## src/logic/hpc_map.svh

```systemverilog
`ifndef HPC_MAP_SVH
`define HPC_MAP_SVH
////////////////////////////////////////////////////////////////////////////
// configuration register offsets
`define HPC_OFF_DEVCFG      8'h05
`define HPC_OFF_BCSUP       8'h06
`define HPC_OFF_REMOV       8'h07
`define HPC_OFF_PUSED       8'h08
`define HPC_OFF_STATCMD     8'hF8
////////////////////////////////////////////////////////////////////////////
// field positions
`define HPC_DEVCFG_GANG_BIT 0
`define HPC_DEVCFG_CNT_LSB  1
`define HPC_DEVCFG_CNT_MSB  2
`define HPC_STAT_HOLD_BIT   0
`define HPC_STAT_TRIP_BIT   3
`define HPC_STAT_LINK_LSB   4
`define HPC_STAT_LINK_MSB   7
////////////////////////////////////////////////////////////////////////////
// reset values
`define HPC_RST_BCSUP       8'h00
`define HPC_RST_REMOV       8'hFF
`define HPC_RST_HOLD        1'b0
`endif

```

## src/logic/hpc_pkg.sv

```systemverilog
`default_nettype none
package hpc_pkg;

  // speed capability of the upstream attachment
  typedef enum logic [1:0] {
    HPC_UP_FSLS = 2'h0,
    HPC_UP_HS   = 2'h1,
    HPC_UP_SS   = 2'h2
  } hpc_up_speed_t;

  // ganged power controller states
  typedef enum logic [2:0] {
    HPC_G_OFF  = 3'h1,
    HPC_G_ON   = 3'h2,
    HPC_G_TRIP = 3'h4
  } hpc_gang_t;

  // upstream link status group
  typedef struct packed {
    logic hs_conn;
    logic hs_susp;
    logic ss_conn;
    logic ss_susp;
  } hpc_link_t;

  // configuration access from the loader or the smbus side
  typedef struct packed {
    logic       we;
    logic       re;
    logic       from_rom;
    logic [7:0] addr;
    logic [7:0] wdata;
  } hpc_cfg_req_t;

  // strap pins sampled after reset
  typedef struct packed {
    logic       gang;
    logic [1:0] cnt_m1;
    logic [3:0] port_dis;
    logic [3:0] bc_en;
  } hpc_strap_t;

endpackage
`default_nettype wire

```

## src/logic/hpc_top.sv

```systemverilog
`timescale 1ns/1ps
`default_nettype none
`include "hpc_map.svh"
module hpc_top
  import hpc_pkg::*;
#(
  parameter int NUM_PORTS = 4
)(
  // clock and reset
  input  wire logic                 core_clk,
  input  wire logic                 sys_rst,
  // straps and configuration access
  input  wire hpc_strap_t           strap,
  input  wire hpc_cfg_req_t         cfg,
  output logic [7:0]                cfg_rdata_q,
  // upstream side
  input  wire hpc_up_speed_t        up_speed,
  input  wire logic                 up_vbus,
  input  wire hpc_link_t            link_in,
  output var hpc_link_t             link_q,
  // host port power requests and over-current pins
  input  wire logic [NUM_PORTS-1:0] pwr_req,
  input  wire logic [NUM_PORTS-1:0] oc_n,
  // downstream port controls
  output logic [NUM_PORTS-1:0]      pwr_en_q,
  output logic [NUM_PORTS-1:0]      ss_allow_q,
  output logic [NUM_PORTS-1:0]      hs_allow_q,
  output logic [NUM_PORTS-1:0]      port_enable_q,
  output logic [NUM_PORTS-1:0]      removable_q,
  output logic [NUM_PORTS-1:0]      bc_cdp_q,
  output logic [NUM_PORTS-1:0]      bc_dcp_q,
  output logic [NUM_PORTS-1:0]      oc_flag_q,
  output logic [2:0]                port_count_q
);

  ////////////////////////////////////////////////////////////////////////////
  // parameter check
  if (NUM_PORTS < 1 || NUM_PORTS > 4) begin : g_bad_ports
    $error("NUM_PORTS must lie between 1 and 4");
  end

  localparam logic [2:0] NP3 = 3'(NUM_PORTS);

  ////////////////////////////////////////////////////////////////////////////
  // configuration state
  logic                 strap_done_q;
  logic                 gang_mode_q;
  logic [1:0]           cnt_m1_q;
  logic [NUM_PORTS-1:0] bc_en_q;
  logic [NUM_PORTS-1:0] remov_q;
  logic [NUM_PORTS-1:0] used_q;
  logic                 hold_q;
  logic                 cfg_wr_ok;
  logic [NUM_PORTS-1:0] oc_hit;
  logic [NUM_PORTS-1:0] en_mask;
  logic [NUM_PORTS-1:0] want;
  logic [2:0]           cnt_full;
  logic [2:0]           cnt_d;
  logic                 any_req;
  logic                 any_oc;
  hpc_gang_t            gang_q;
  hpc_gang_t            gang_d;
  logic [7:0]           rd_mux;

  // writes accepted once straps have been taken
  assign cfg_wr_ok = cfg.we && strap_done_q;
  assign oc_hit    = ~oc_n;

  // straps first, then loader and smbus writes
  always_ff @(posedge core_clk or posedge sys_rst) begin
    if (sys_rst) begin
      strap_done_q <= 1'b0;
      gang_mode_q  <= 1'b0;
      cnt_m1_q     <= 2'h3;
      bc_en_q      <= NUM_PORTS'(`HPC_RST_BCSUP);
      remov_q      <= NUM_PORTS'(`HPC_RST_REMOV);
      used_q       <= '1;
    end else if (!strap_done_q) begin
      strap_done_q <= 1'b1;
      gang_mode_q  <= strap.gang;
      cnt_m1_q     <= strap.cnt_m1;
      bc_en_q      <= strap.bc_en[NUM_PORTS-1:0];
      used_q       <= ~strap.port_dis[NUM_PORTS-1:0];
    end else if (cfg_wr_ok) begin
      case (cfg.addr)
        `HPC_OFF_DEVCFG: begin
          gang_mode_q <= cfg.wdata[`HPC_DEVCFG_GANG_BIT];
          cnt_m1_q    <= cfg.wdata[`HPC_DEVCFG_CNT_MSB:`HPC_DEVCFG_CNT_LSB];
        end
        `HPC_OFF_BCSUP: begin
          bc_en_q <= cfg.wdata[NUM_PORTS-1:0];
        end
        `HPC_OFF_REMOV: begin
          remov_q <= cfg.wdata[NUM_PORTS-1:0];
        end
        `HPC_OFF_PUSED: begin
          used_q <= cfg.wdata[NUM_PORTS-1:0];
        end
        default: begin
        end
      endcase
    end
  end

  // status and command: smbus only, loader writes dropped
  always_ff @(posedge core_clk or posedge sys_rst) begin
    if (sys_rst) begin
      hold_q <= `HPC_RST_HOLD;
    end else if (cfg_wr_ok && !cfg.from_rom &&
                 cfg.addr == `HPC_OFF_STATCMD) begin
      hold_q <= cfg.wdata[`HPC_STAT_HOLD_BIT];
    end
  end

  ////////////////////////////////////////////////////////////////////////////
  // reported port count and enabled-port mask
  always_comb begin
    cnt_full = {1'b0, cnt_m1_q} + 3'h1;
    cnt_d    = (cnt_full > NP3) ? NP3 : cnt_full;
    for (int i = 0; i < NUM_PORTS; i++) begin
      en_mask[i] = used_q[i] && (3'(i) < cnt_d);
    end
  end

  always_ff @(posedge core_clk or posedge sys_rst) begin
    if (sys_rst) begin
      port_count_q  <= NP3;
      port_enable_q <= '0;
      removable_q   <= '0;
    end else begin
      port_count_q  <= cnt_d;
      port_enable_q <= en_mask;
      removable_q   <= remov_q & en_mask;
    end
  end

  ////////////////////////////////////////////////////////////////////////////
  // per-port power demand and over-current latches
  for (genvar g = 0; g < NUM_PORTS; g++) begin : g_port
    hpc_port u_port (
      .core_clk  (core_clk),
      .sys_rst   (sys_rst),
      .enable    (en_mask[g]),
      .pwr_req   (pwr_req[g]),
      .oc_hit    (oc_hit[g]),
      .hold      (hold_q),
      .want      (want[g]),
      .oc_flag_q (oc_flag_q[g])
    );
  end

  ////////////////////////////////////////////////////////////////////////////
  // ganged power controller
  assign any_req = (|(en_mask & pwr_req)) && !hold_q;
  assign any_oc  = |(en_mask & oc_hit);

  always_comb begin
    gang_d = gang_q;
    case (gang_q)
      HPC_G_OFF: begin
        if (gang_mode_q && any_req && !any_oc) begin
          gang_d = HPC_G_ON;
        end
      end
      HPC_G_ON: begin
        if (!gang_mode_q) begin
          gang_d = HPC_G_OFF;
        end else if (any_oc) begin
          gang_d = HPC_G_TRIP;
        end else if (!any_req) begin
          gang_d = HPC_G_OFF;
        end
      end
      HPC_G_TRIP: begin
        if (!gang_mode_q || !any_req) begin
          gang_d = HPC_G_OFF;
        end
      end
      default: begin
        gang_d = HPC_G_OFF;
      end
    endcase
  end

  always_ff @(posedge core_clk or posedge sys_rst) begin
    if (sys_rst) begin
      gang_q <= HPC_G_OFF;
    end else begin
      gang_q <= gang_d;
    end
  end

  // power switch enables, off from reset until asked for
  always_ff @(posedge core_clk or posedge sys_rst) begin
    if (sys_rst) begin
      pwr_en_q <= '0;
    end else if (gang_mode_q) begin
      pwr_en_q <= {NUM_PORTS{gang_d == HPC_G_ON}};
    end else begin
      pwr_en_q <= want;
    end
  end

  ////////////////////////////////////////////////////////////////////////////
  // speed gating and charging personality
  always_ff @(posedge core_clk or posedge sys_rst) begin
    if (sys_rst) begin
      ss_allow_q <= '0;
      hs_allow_q <= '0;
      bc_cdp_q   <= '0;
      bc_dcp_q   <= '0;
    end else begin
      ss_allow_q <= en_mask & {NUM_PORTS{up_speed == HPC_UP_SS}};
      hs_allow_q <= en_mask & {NUM_PORTS{up_speed != HPC_UP_FSLS}};
      bc_cdp_q   <= en_mask & bc_en_q & {NUM_PORTS{up_vbus}};
      bc_dcp_q   <= en_mask & bc_en_q & {NUM_PORTS{!up_vbus}};
    end
  end

  // upstream link status outputs
  always_ff @(posedge core_clk or posedge sys_rst) begin
    if (sys_rst) begin
      link_q <= '0;
    end else begin
      link_q <= link_in;
    end
  end

  ////////////////////////////////////////////////////////////////////////////
  // register readback, unmapped offsets read zero
  always_comb begin
    rd_mux = 8'h00;
    case (cfg.addr)
      `HPC_OFF_DEVCFG: begin
        rd_mux[`HPC_DEVCFG_GANG_BIT] = gang_mode_q;
        rd_mux[`HPC_DEVCFG_CNT_MSB:`HPC_DEVCFG_CNT_LSB] = cnt_m1_q;
      end
      `HPC_OFF_BCSUP: begin
        rd_mux[NUM_PORTS-1:0] = bc_en_q;
      end
      `HPC_OFF_REMOV: begin
        rd_mux[NUM_PORTS-1:0] = remov_q;
      end
      `HPC_OFF_PUSED: begin
        rd_mux[NUM_PORTS-1:0] = used_q;
      end
      `HPC_OFF_STATCMD: begin
        rd_mux[`HPC_STAT_HOLD_BIT] = hold_q;
        rd_mux[`HPC_STAT_TRIP_BIT] = (gang_q == HPC_G_TRIP);
        rd_mux[`HPC_STAT_LINK_MSB:`HPC_STAT_LINK_LSB] = link_q;
      end
      default: begin
        rd_mux = 8'h00;
      end
    endcase
  end

  always_ff @(posedge core_clk or posedge sys_rst) begin
    if (sys_rst) begin
      cfg_rdata_q <= 8'h00;
    end else if (cfg.re) begin
      cfg_rdata_q <= rd_mux;
    end
  end

  for (genvar k = 0; k < NUM_PORTS; k++) begin : g_chk

  end
endmodule
`default_nettype wire

```

## src/logic/hpc_port.sv

```systemverilog
`timescale 1ns/1ps
`default_nettype none
module hpc_port
  import hpc_pkg::*;
(
  // clock and reset
  input  wire logic core_clk,
  input  wire logic sys_rst,
  // port controls
  input  wire logic enable,
  input  wire logic pwr_req,
  input  wire logic oc_hit,
  input  wire logic hold,
  // results
  output logic      want,
  output logic      oc_flag_q
);

  ////////////////////////////////////////////////////////////////////////////
  // sticky over-current latch; set wins over a clear by a dropped request
  always_ff @(posedge core_clk or posedge sys_rst) begin
    if (sys_rst) begin
      oc_flag_q <= 1'b0;
    end else if (enable && oc_hit) begin
      oc_flag_q <= 1'b1;
    end else if (!pwr_req) begin
      oc_flag_q <= 1'b0;
    end
  end

  // individual power demand of this port
  assign want = enable && pwr_req && !hold && !oc_flag_q && !oc_hit;
endmodule
`default_nettype wire

```

## config.mk

```make
export PLATFORM = sky130hd
export DESIGN_NAME = hpc_top
export DESIGN_NICKNAME = d
export VERILOG_FILES = /design/src/logic/hpc_pkg.sv /design/src/logic/hpc_top.sv /design/src/logic/hpc_port.sv
export VERILOG_INCLUDE_DIRS = /design/src /design/src/logic
export SDC_FILE = /design/constraint.sdc
export NUM_CORES = 1
export LEC_CHECK = 0
export ABC_AREA = 1
export BUFFER_PORTS_ARGS = -buffer_cell sky130_fd_sc_hd__buf_2
export CAP_MARGIN = 20
export CELL_PAD_IN_SITES_DETAIL_PLACEMENT = 0
export CELL_PAD_IN_SITES_GLOBAL_PLACEMENT = 2
export CORE_AREA = 2 2 104 106
export CTS_BUF_LIST = sky130_fd_sc_hd__clkbuf_8
export CTS_CLUSTER_SIZE = 28
export DETAILED_ROUTE_END_ITERATION = 12
export DIE_AREA = 0 0 106 108
export PLACE_DENSITY = 0.82
export SKIP_CTS_REPAIR_TIMING = 1
export SLEW_MARGIN = 20
export SYNTH_ARGS = -nofsm -noshare
export SYNTH_HDL_FRONTEND = slang
export SYNTH_HIERARCHICAL = 1
export SYNTH_SLANG_ARGS = --single-unit
```

## constraint.sdc

```tcl
create_clock -name core_clk -period 1.95 [get_ports core_clk]
set_input_delay 0 -clock core_clk [delete_from_list [all_inputs] [get_ports core_clk]]
set_output_delay 0 -clock core_clk [all_outputs]
set_load 0.02 [all_outputs]
```

---- Word level (Yosys, flattened, before mapping) ----
Index checks and enable logic that the tools add are counted.
storage, ports and cells
  flip-flop bits (word level) ............. 67
  bits in latches ......................... 0
  RAM bits ................................ 0
  bits in read-only memories .............. 0
  bits of input ports ..................... 47
  output and inout port bits .............. 47
  logic and storage cells ................. 143
  memories kept ........................... 0
operators by class
  add/subtract/negate cells ............... 1
  multiply operators ...................... 0
  div/mod/pow operators ................... 0
  order comparisons ....................... 5
  eq/ne operators ......................... 18
  shifts and indexed selects .............. 0
  mux-type cells .......................... 32
  bitwise operators ....................... 10
  reduce and logical (&&, ||, !) cells .... 52
operator list
  operator               number
  $and A4 B4 Y4          8
  $mux W4                8
  $logic_and A1 B1 Y1    30
  $eq A8 B3 Y1 const B   3
  $mux W3                6
  $ne A2 B1 Y1 const B   8
  $logic_not A1 Y1       14
  $mux W1                11
  $pmux W3 S3            1
  $eq A8 B4 Y1 const B   1
  $eq A8 B8 Y1 const B   1
  $not A4 Y4             2
  $pmux W2 S4            1
  $reduce_or A4 Y1       2
  $eq A3 B2 Y1 const B   2
  $lt A1 B3 Y1 const A   2
  $lt A2 B3 Y1 const A   2
  $mux W2                3
  $reduce_and A2 Y1      3
  $pmux W1 S5            1
  $pmux W1 S4            1
  $add A2 B1 Y3 const B  1
  $eq A3 B1 Y1 const B   1
  $eq A3 B3 Y1 const B   1
  5 further kinds        5

---- Depth between registers and ports, before layout ----
  word-level depth ........................ 14
  gate-level depth with buffers ........... 12
  depth with buffers taken out ............ 12

---- Cells and area by module ----
Netlist, hierarchy kept.
modules (own cells, without submodules)
  module    times used  cells an instance  area an instance (µm²)  sequential area each (µm²)
  hpc_top   1           301                2787.7                  1591.5
  hpc_port  4           11                 63.8                    25.0

---- Worst setup path before layout ----
Ideal clock, no wire load.
  path type ............................... flip-flop to flip-flop
  start ................................... register cnt_m1_q[0]
  end ..................................... register pwr_en_q[0]
  library setup time ...................... 0.065 ns
  data arrival time ....................... 1.476 ns
  data required time ...................... 1.885 ns
  path slack .............................. 0.409 ns
  cell stages (with the launch flop) ...... 12
  path buffers ............................ 0
  period minus slack after synthesis ...... 1.541 ns
  cell sequence ........................... dfstp_2 -> inv_1 -> ha_1 -> inv_2 -> nand2_2 -> nor2_1 -> nor2_1 -> nand2_2 -> nand3_2 -> nor3_4 -> inv_2 -> nand2_1
on the way
  longest elaborated chain between the ends .. 14
  elaborated cells between the ends (all ways) .. 33
  those cells by class .................... add/sub (1); order compare (5); eq/ne (1); mux (8); bitwise (2); reduce/logical (16)
RTL lines
  item                                          line                                            source
  from (decl)                                   hpc_top.sv:48                                   logic [1:0] cnt_m1_q;
  from (signal assigned)                        hpc_top.sv:81                                   cnt_m1_q <= strap.cnt_m1;
  from (signal assigned)                        hpc_top.sv:88                                   cnt_m1_q <= cfg.wdata[`HPC_DEVCFG_CNT_MSB:`HPC_DEVCFG_CNT_LSB];
  $add A2 B1 Y3 (*)                             hpc_top.sv:118                                  cnt_full = {1'b0, cnt_m1_q} + 3'h1;
  $gt A3 B3 Y1                                  hpc_top.sv:119                                  cnt_d = (cnt_full > NP3) ? NP3 : cnt_full;
  $mux W3 (*)                                   hpc_top.sv:119
  $lt A1 B3 Y1 or $lt A2 B3 Y1 (tied branches)  hpc_top.sv:121                                  en_mask[i] = used_q[i] && (3'(i) < cnt_d);
  $logic_and A1 B1 Y1                           hpc_top.sv:121
  $and A4 B4 Y4                                 hpc_top.sv:154                                  assign any_req = (|(en_mask & pwr_req)) && !hold_q;
  $reduce_or A4 Y1                              hpc_top.sv:154
  $logic_and A1 B1 Y1                           hpc_top.sv:154
  $mux W3, or another cell as far along         hpc_top.sv:170                                  end else if (!any_req) begin
  $mux W3, or another cell as far along         hpc_top.sv:168                                  end else if (any_oc) begin
  $mux W3, on equally long branches             hpc_top.sv:166, hpc_top.sv:161, hpc_top.sv:175
  $pmux W3 S3 (*)                               hpc_top.sv:159                                  case (gang_q)
  net gang_d[1]                                 hpc_top.sv:62                                   hpc_gang_t gang_d;
  $eq A3 B2 Y1 (*)                              hpc_top.sv:198                                  pwr_en_q <= {NUM_PORTS{gang_d == HPC_G_ON}};
  $mux W4 (*)                                   hpc_top.sv:197                                  end else if (gang_mode_q) begin
  to (signal assigned)                          hpc_top.sv:198
  to (signal assigned)                          hpc_top.sv:200                                  pwr_en_q <= want;
  to (decl)                                     hpc_top.sv:25                                   output logic [NUM_PORTS-1:0] pwr_en_q,
Mark *: on every way through the listed nets, which the timed path passes. The rest lies on a longest branch.
A chain may end at the register's enable or synchronous reset.

---- Worst setup path after layout ----
  start ................................... register cnt_m1_q[1]
  end ..................................... register pwr_en_q[3]
Same word-level chain as after synthesis.

==> metrics <==
Max Cap Viol 0; Power Density 811.9 mW/mm²; Critical Path End Type register; hold crit path type primary input to register; Syn Inst Count 345; number of synthesized flops with an enable pin 0; fin crit period 1.709 ns; Async SR Flop Fraction 100.0%; Hold Fails Final Rpt 2; startpoint types register; Net Count, Synth 394; final worst path period share 87.65%; vias per inst 4.197; CTS tree yes; Core ar. 0.01023 mm²; Synth top area share 45.23%; clk_lat worst skew 0.35 ns; Final Slew Violations 0; Iteration-0 DRC Markers 55; Clock Sinks 67; I/O Pins 94; Design Area, Final 0.004224 mm²; CP arrival 2.00 ns; largest fanout on the critical path 6; Crit Path Category register to register; max_slew headroom 57.87%; Final ANT Viol Nets 0; skew final 0.01020 ns; Synth Cell Area 0.003043 mm²; Ys Warns 6; die width 106 µm; first-pass GRT wire length 12.60 mm; row cnt 37; synth unique cells 30; Post-Route WL 7.923 mm; DP Area 0.003680 mm²; status finished with violations; vias in the first global route 2,471; Num CTS Buffers 9; Max VDD drop 0.0004043 V; largest net degree at the start of global routing 42; unrepaired setup endpoints after global routing false; Root Driver clkbuf_8; area grow syn2layout 38.82%; Tot GR Track Use 14.30%; sum of negative setup slack 0 ns; ys flop type dfrtp_1; # DRC 0; vias 2,598; Max Clk Rate 585.1 MHz; Synth area leaders dfrtp_1 (45%), nand2_1 (10%), dfstp_2 (10%), inv_1 (7.2%), nand3_1 (3.9%); clock slew at reported path FFs 0.08 ns; routability-driven placement congestion ratio 0.7735; Slew @ Worst Pin 0.6299 ns; final setup fails 0; cell leakage power 2.302 nW; grt ovf 0; fraction of layout cells with a size suffix above 1 31.26%; Final HPWL DP 6.063 mm; register area share after synthesis 55.59%; drt pass-1 iters 4; most common cell in the netlist nand2_1; Yosys top cell by area dfrtp_1; diode count 0; syn_area_per_cell 8.820 µm²; drt wl/cell 12.80 µm; top cells by count, synth nand2_1 (85), inv_1 (58), dfrtp_1 (55); clock buffer depth 2; #FFs+latches synth 67; Die Y 108 µm; Starting Density 29.74%; PortBufs 89; Post-layout nets 527; CP required 2.24 ns; antenna violations before repair 0; Hold WS -0.03912 ns; failing checks negative hold slack; Die ar. 0.01145 mm²; htree depth 3; power consumption 0.003429 W
==> layer usage <==
layer / wire length [µm] / GRT usage [%]
met1: 3962 / 20.26
met2: 3503 / 21.66
met3: 332 / 2.712
met4: 126 / 5.639
met5: 0 / 0
==> cells in the final DEF, fill, tap and decap left out, types with 4 or more instances in the layout <==
master and instances:
nand4_1 4, o21ai_0 5, nor2_1 30, buf_2 89
a21oi_1 6, o211ai_2 4, clkbuf_8 9, dlygate4sd3_1 32
inv_1 57, o21ai_1 15, dfstp_2 12, nand2_1 85
nand3_1 24, nor3_1 11, nor3_4 4, inv_2 9
dfrtp_1 55
==> report_power, final <==
part           switching (W)  total, W  internal [W]
sequential         0.0000662   0.00157       0.00150
clock               0.000569   0.00130      0.000728
combinational       0.000348  0.000562      0.000214
total               0.000983   0.00343       0.00245
==> state kept, by name, indices dropped and copies added, names as in the netlist, 4 cells and up <==
signal                   cells
g_port.u_port/oc_flag_q      4
used_q                       4
port_enable_q                4
hs_allow_q                   4
bc_cdp_q                     4
removable_q                  4
ss_allow_q                   4
pwr_en_q                     4
cfg_rdata_q                  8
link_q                       4
bc_en_q                      4
bc_dcp_q                     4
remov_q                      4
==> cell families (layout without fill, tap and decap cells) <==
family	count (synthesis)	in the layout	synth area share, %
simple gates	168	168	26.48
other cells	1	1	0.1232
buf+inv	69	207	8.841
compound gates	38	38	8.142
fa+ha+maj	2	2	0.8222
flops	67	67	55.59
==> stage by stage <==
step | util [%] | cells | setup slack [ns]
floorplan | - | 345 | 0.4001
global placement | 35.97 | 571 | 0.2909
detailed placement | 35.97 | 571 | 0.2572
CTS | 38.16 | 587 | 0.2369
global route | 41.29 | 619 | 0.09004
finish | 41.29 | 619 | 0.2408
==> worst max-delay path: stages, from the launching register on <==
cell and delay, ns:
dfstp_2 0.59, inv_1 0.09, ha_1 0.20, o21ai_1 0.15, nand3_1 0.13, nand2_2 0.12
nand3_2 0.10, nor3_4 0.14, inv_2 0.08, nand2_1 0.06
==> worst paths after layout <==
| check | slack [ns] | cells after the start | to | startpoint |
|---|---|---|---|---|
| max | 0.24 | 9 | pwr_en_q[3] | cnt_m1_q[1] |
| min | -0.04 | 3 | cnt_m1_q[1] | strap[9] |
| max reg2reg | 0.24 | 9 | pwr_en_q[3] | cnt_m1_q[1] |
| min reg2reg | 0.48 | 2 | cfg_rdata_q[1] | cfg_rdata_q[1] |
| max in group asynchronous | 1.00 | 4 | used_q[2] | sys_rst |
| min in group asynchronous | 0.10 | 3 | g_port[2].u_port/oc_flag_q | sys_rst |
==> final cells by class <==
cell class / count / area, µm²
Sequential cell: 67 / 1692
Multi-Input combinational cell: 209 / 1082
Inverter: 66 / 247.7
Clock buffer: 9 / 123.9
Tap cell: 136 / 170.2
Clock inverter: 7 / 100.1
Timing Repair Buffer: 125 / 808.3
Fill cell: 1090 / 6007
Power figures use the tool's default switching activity.
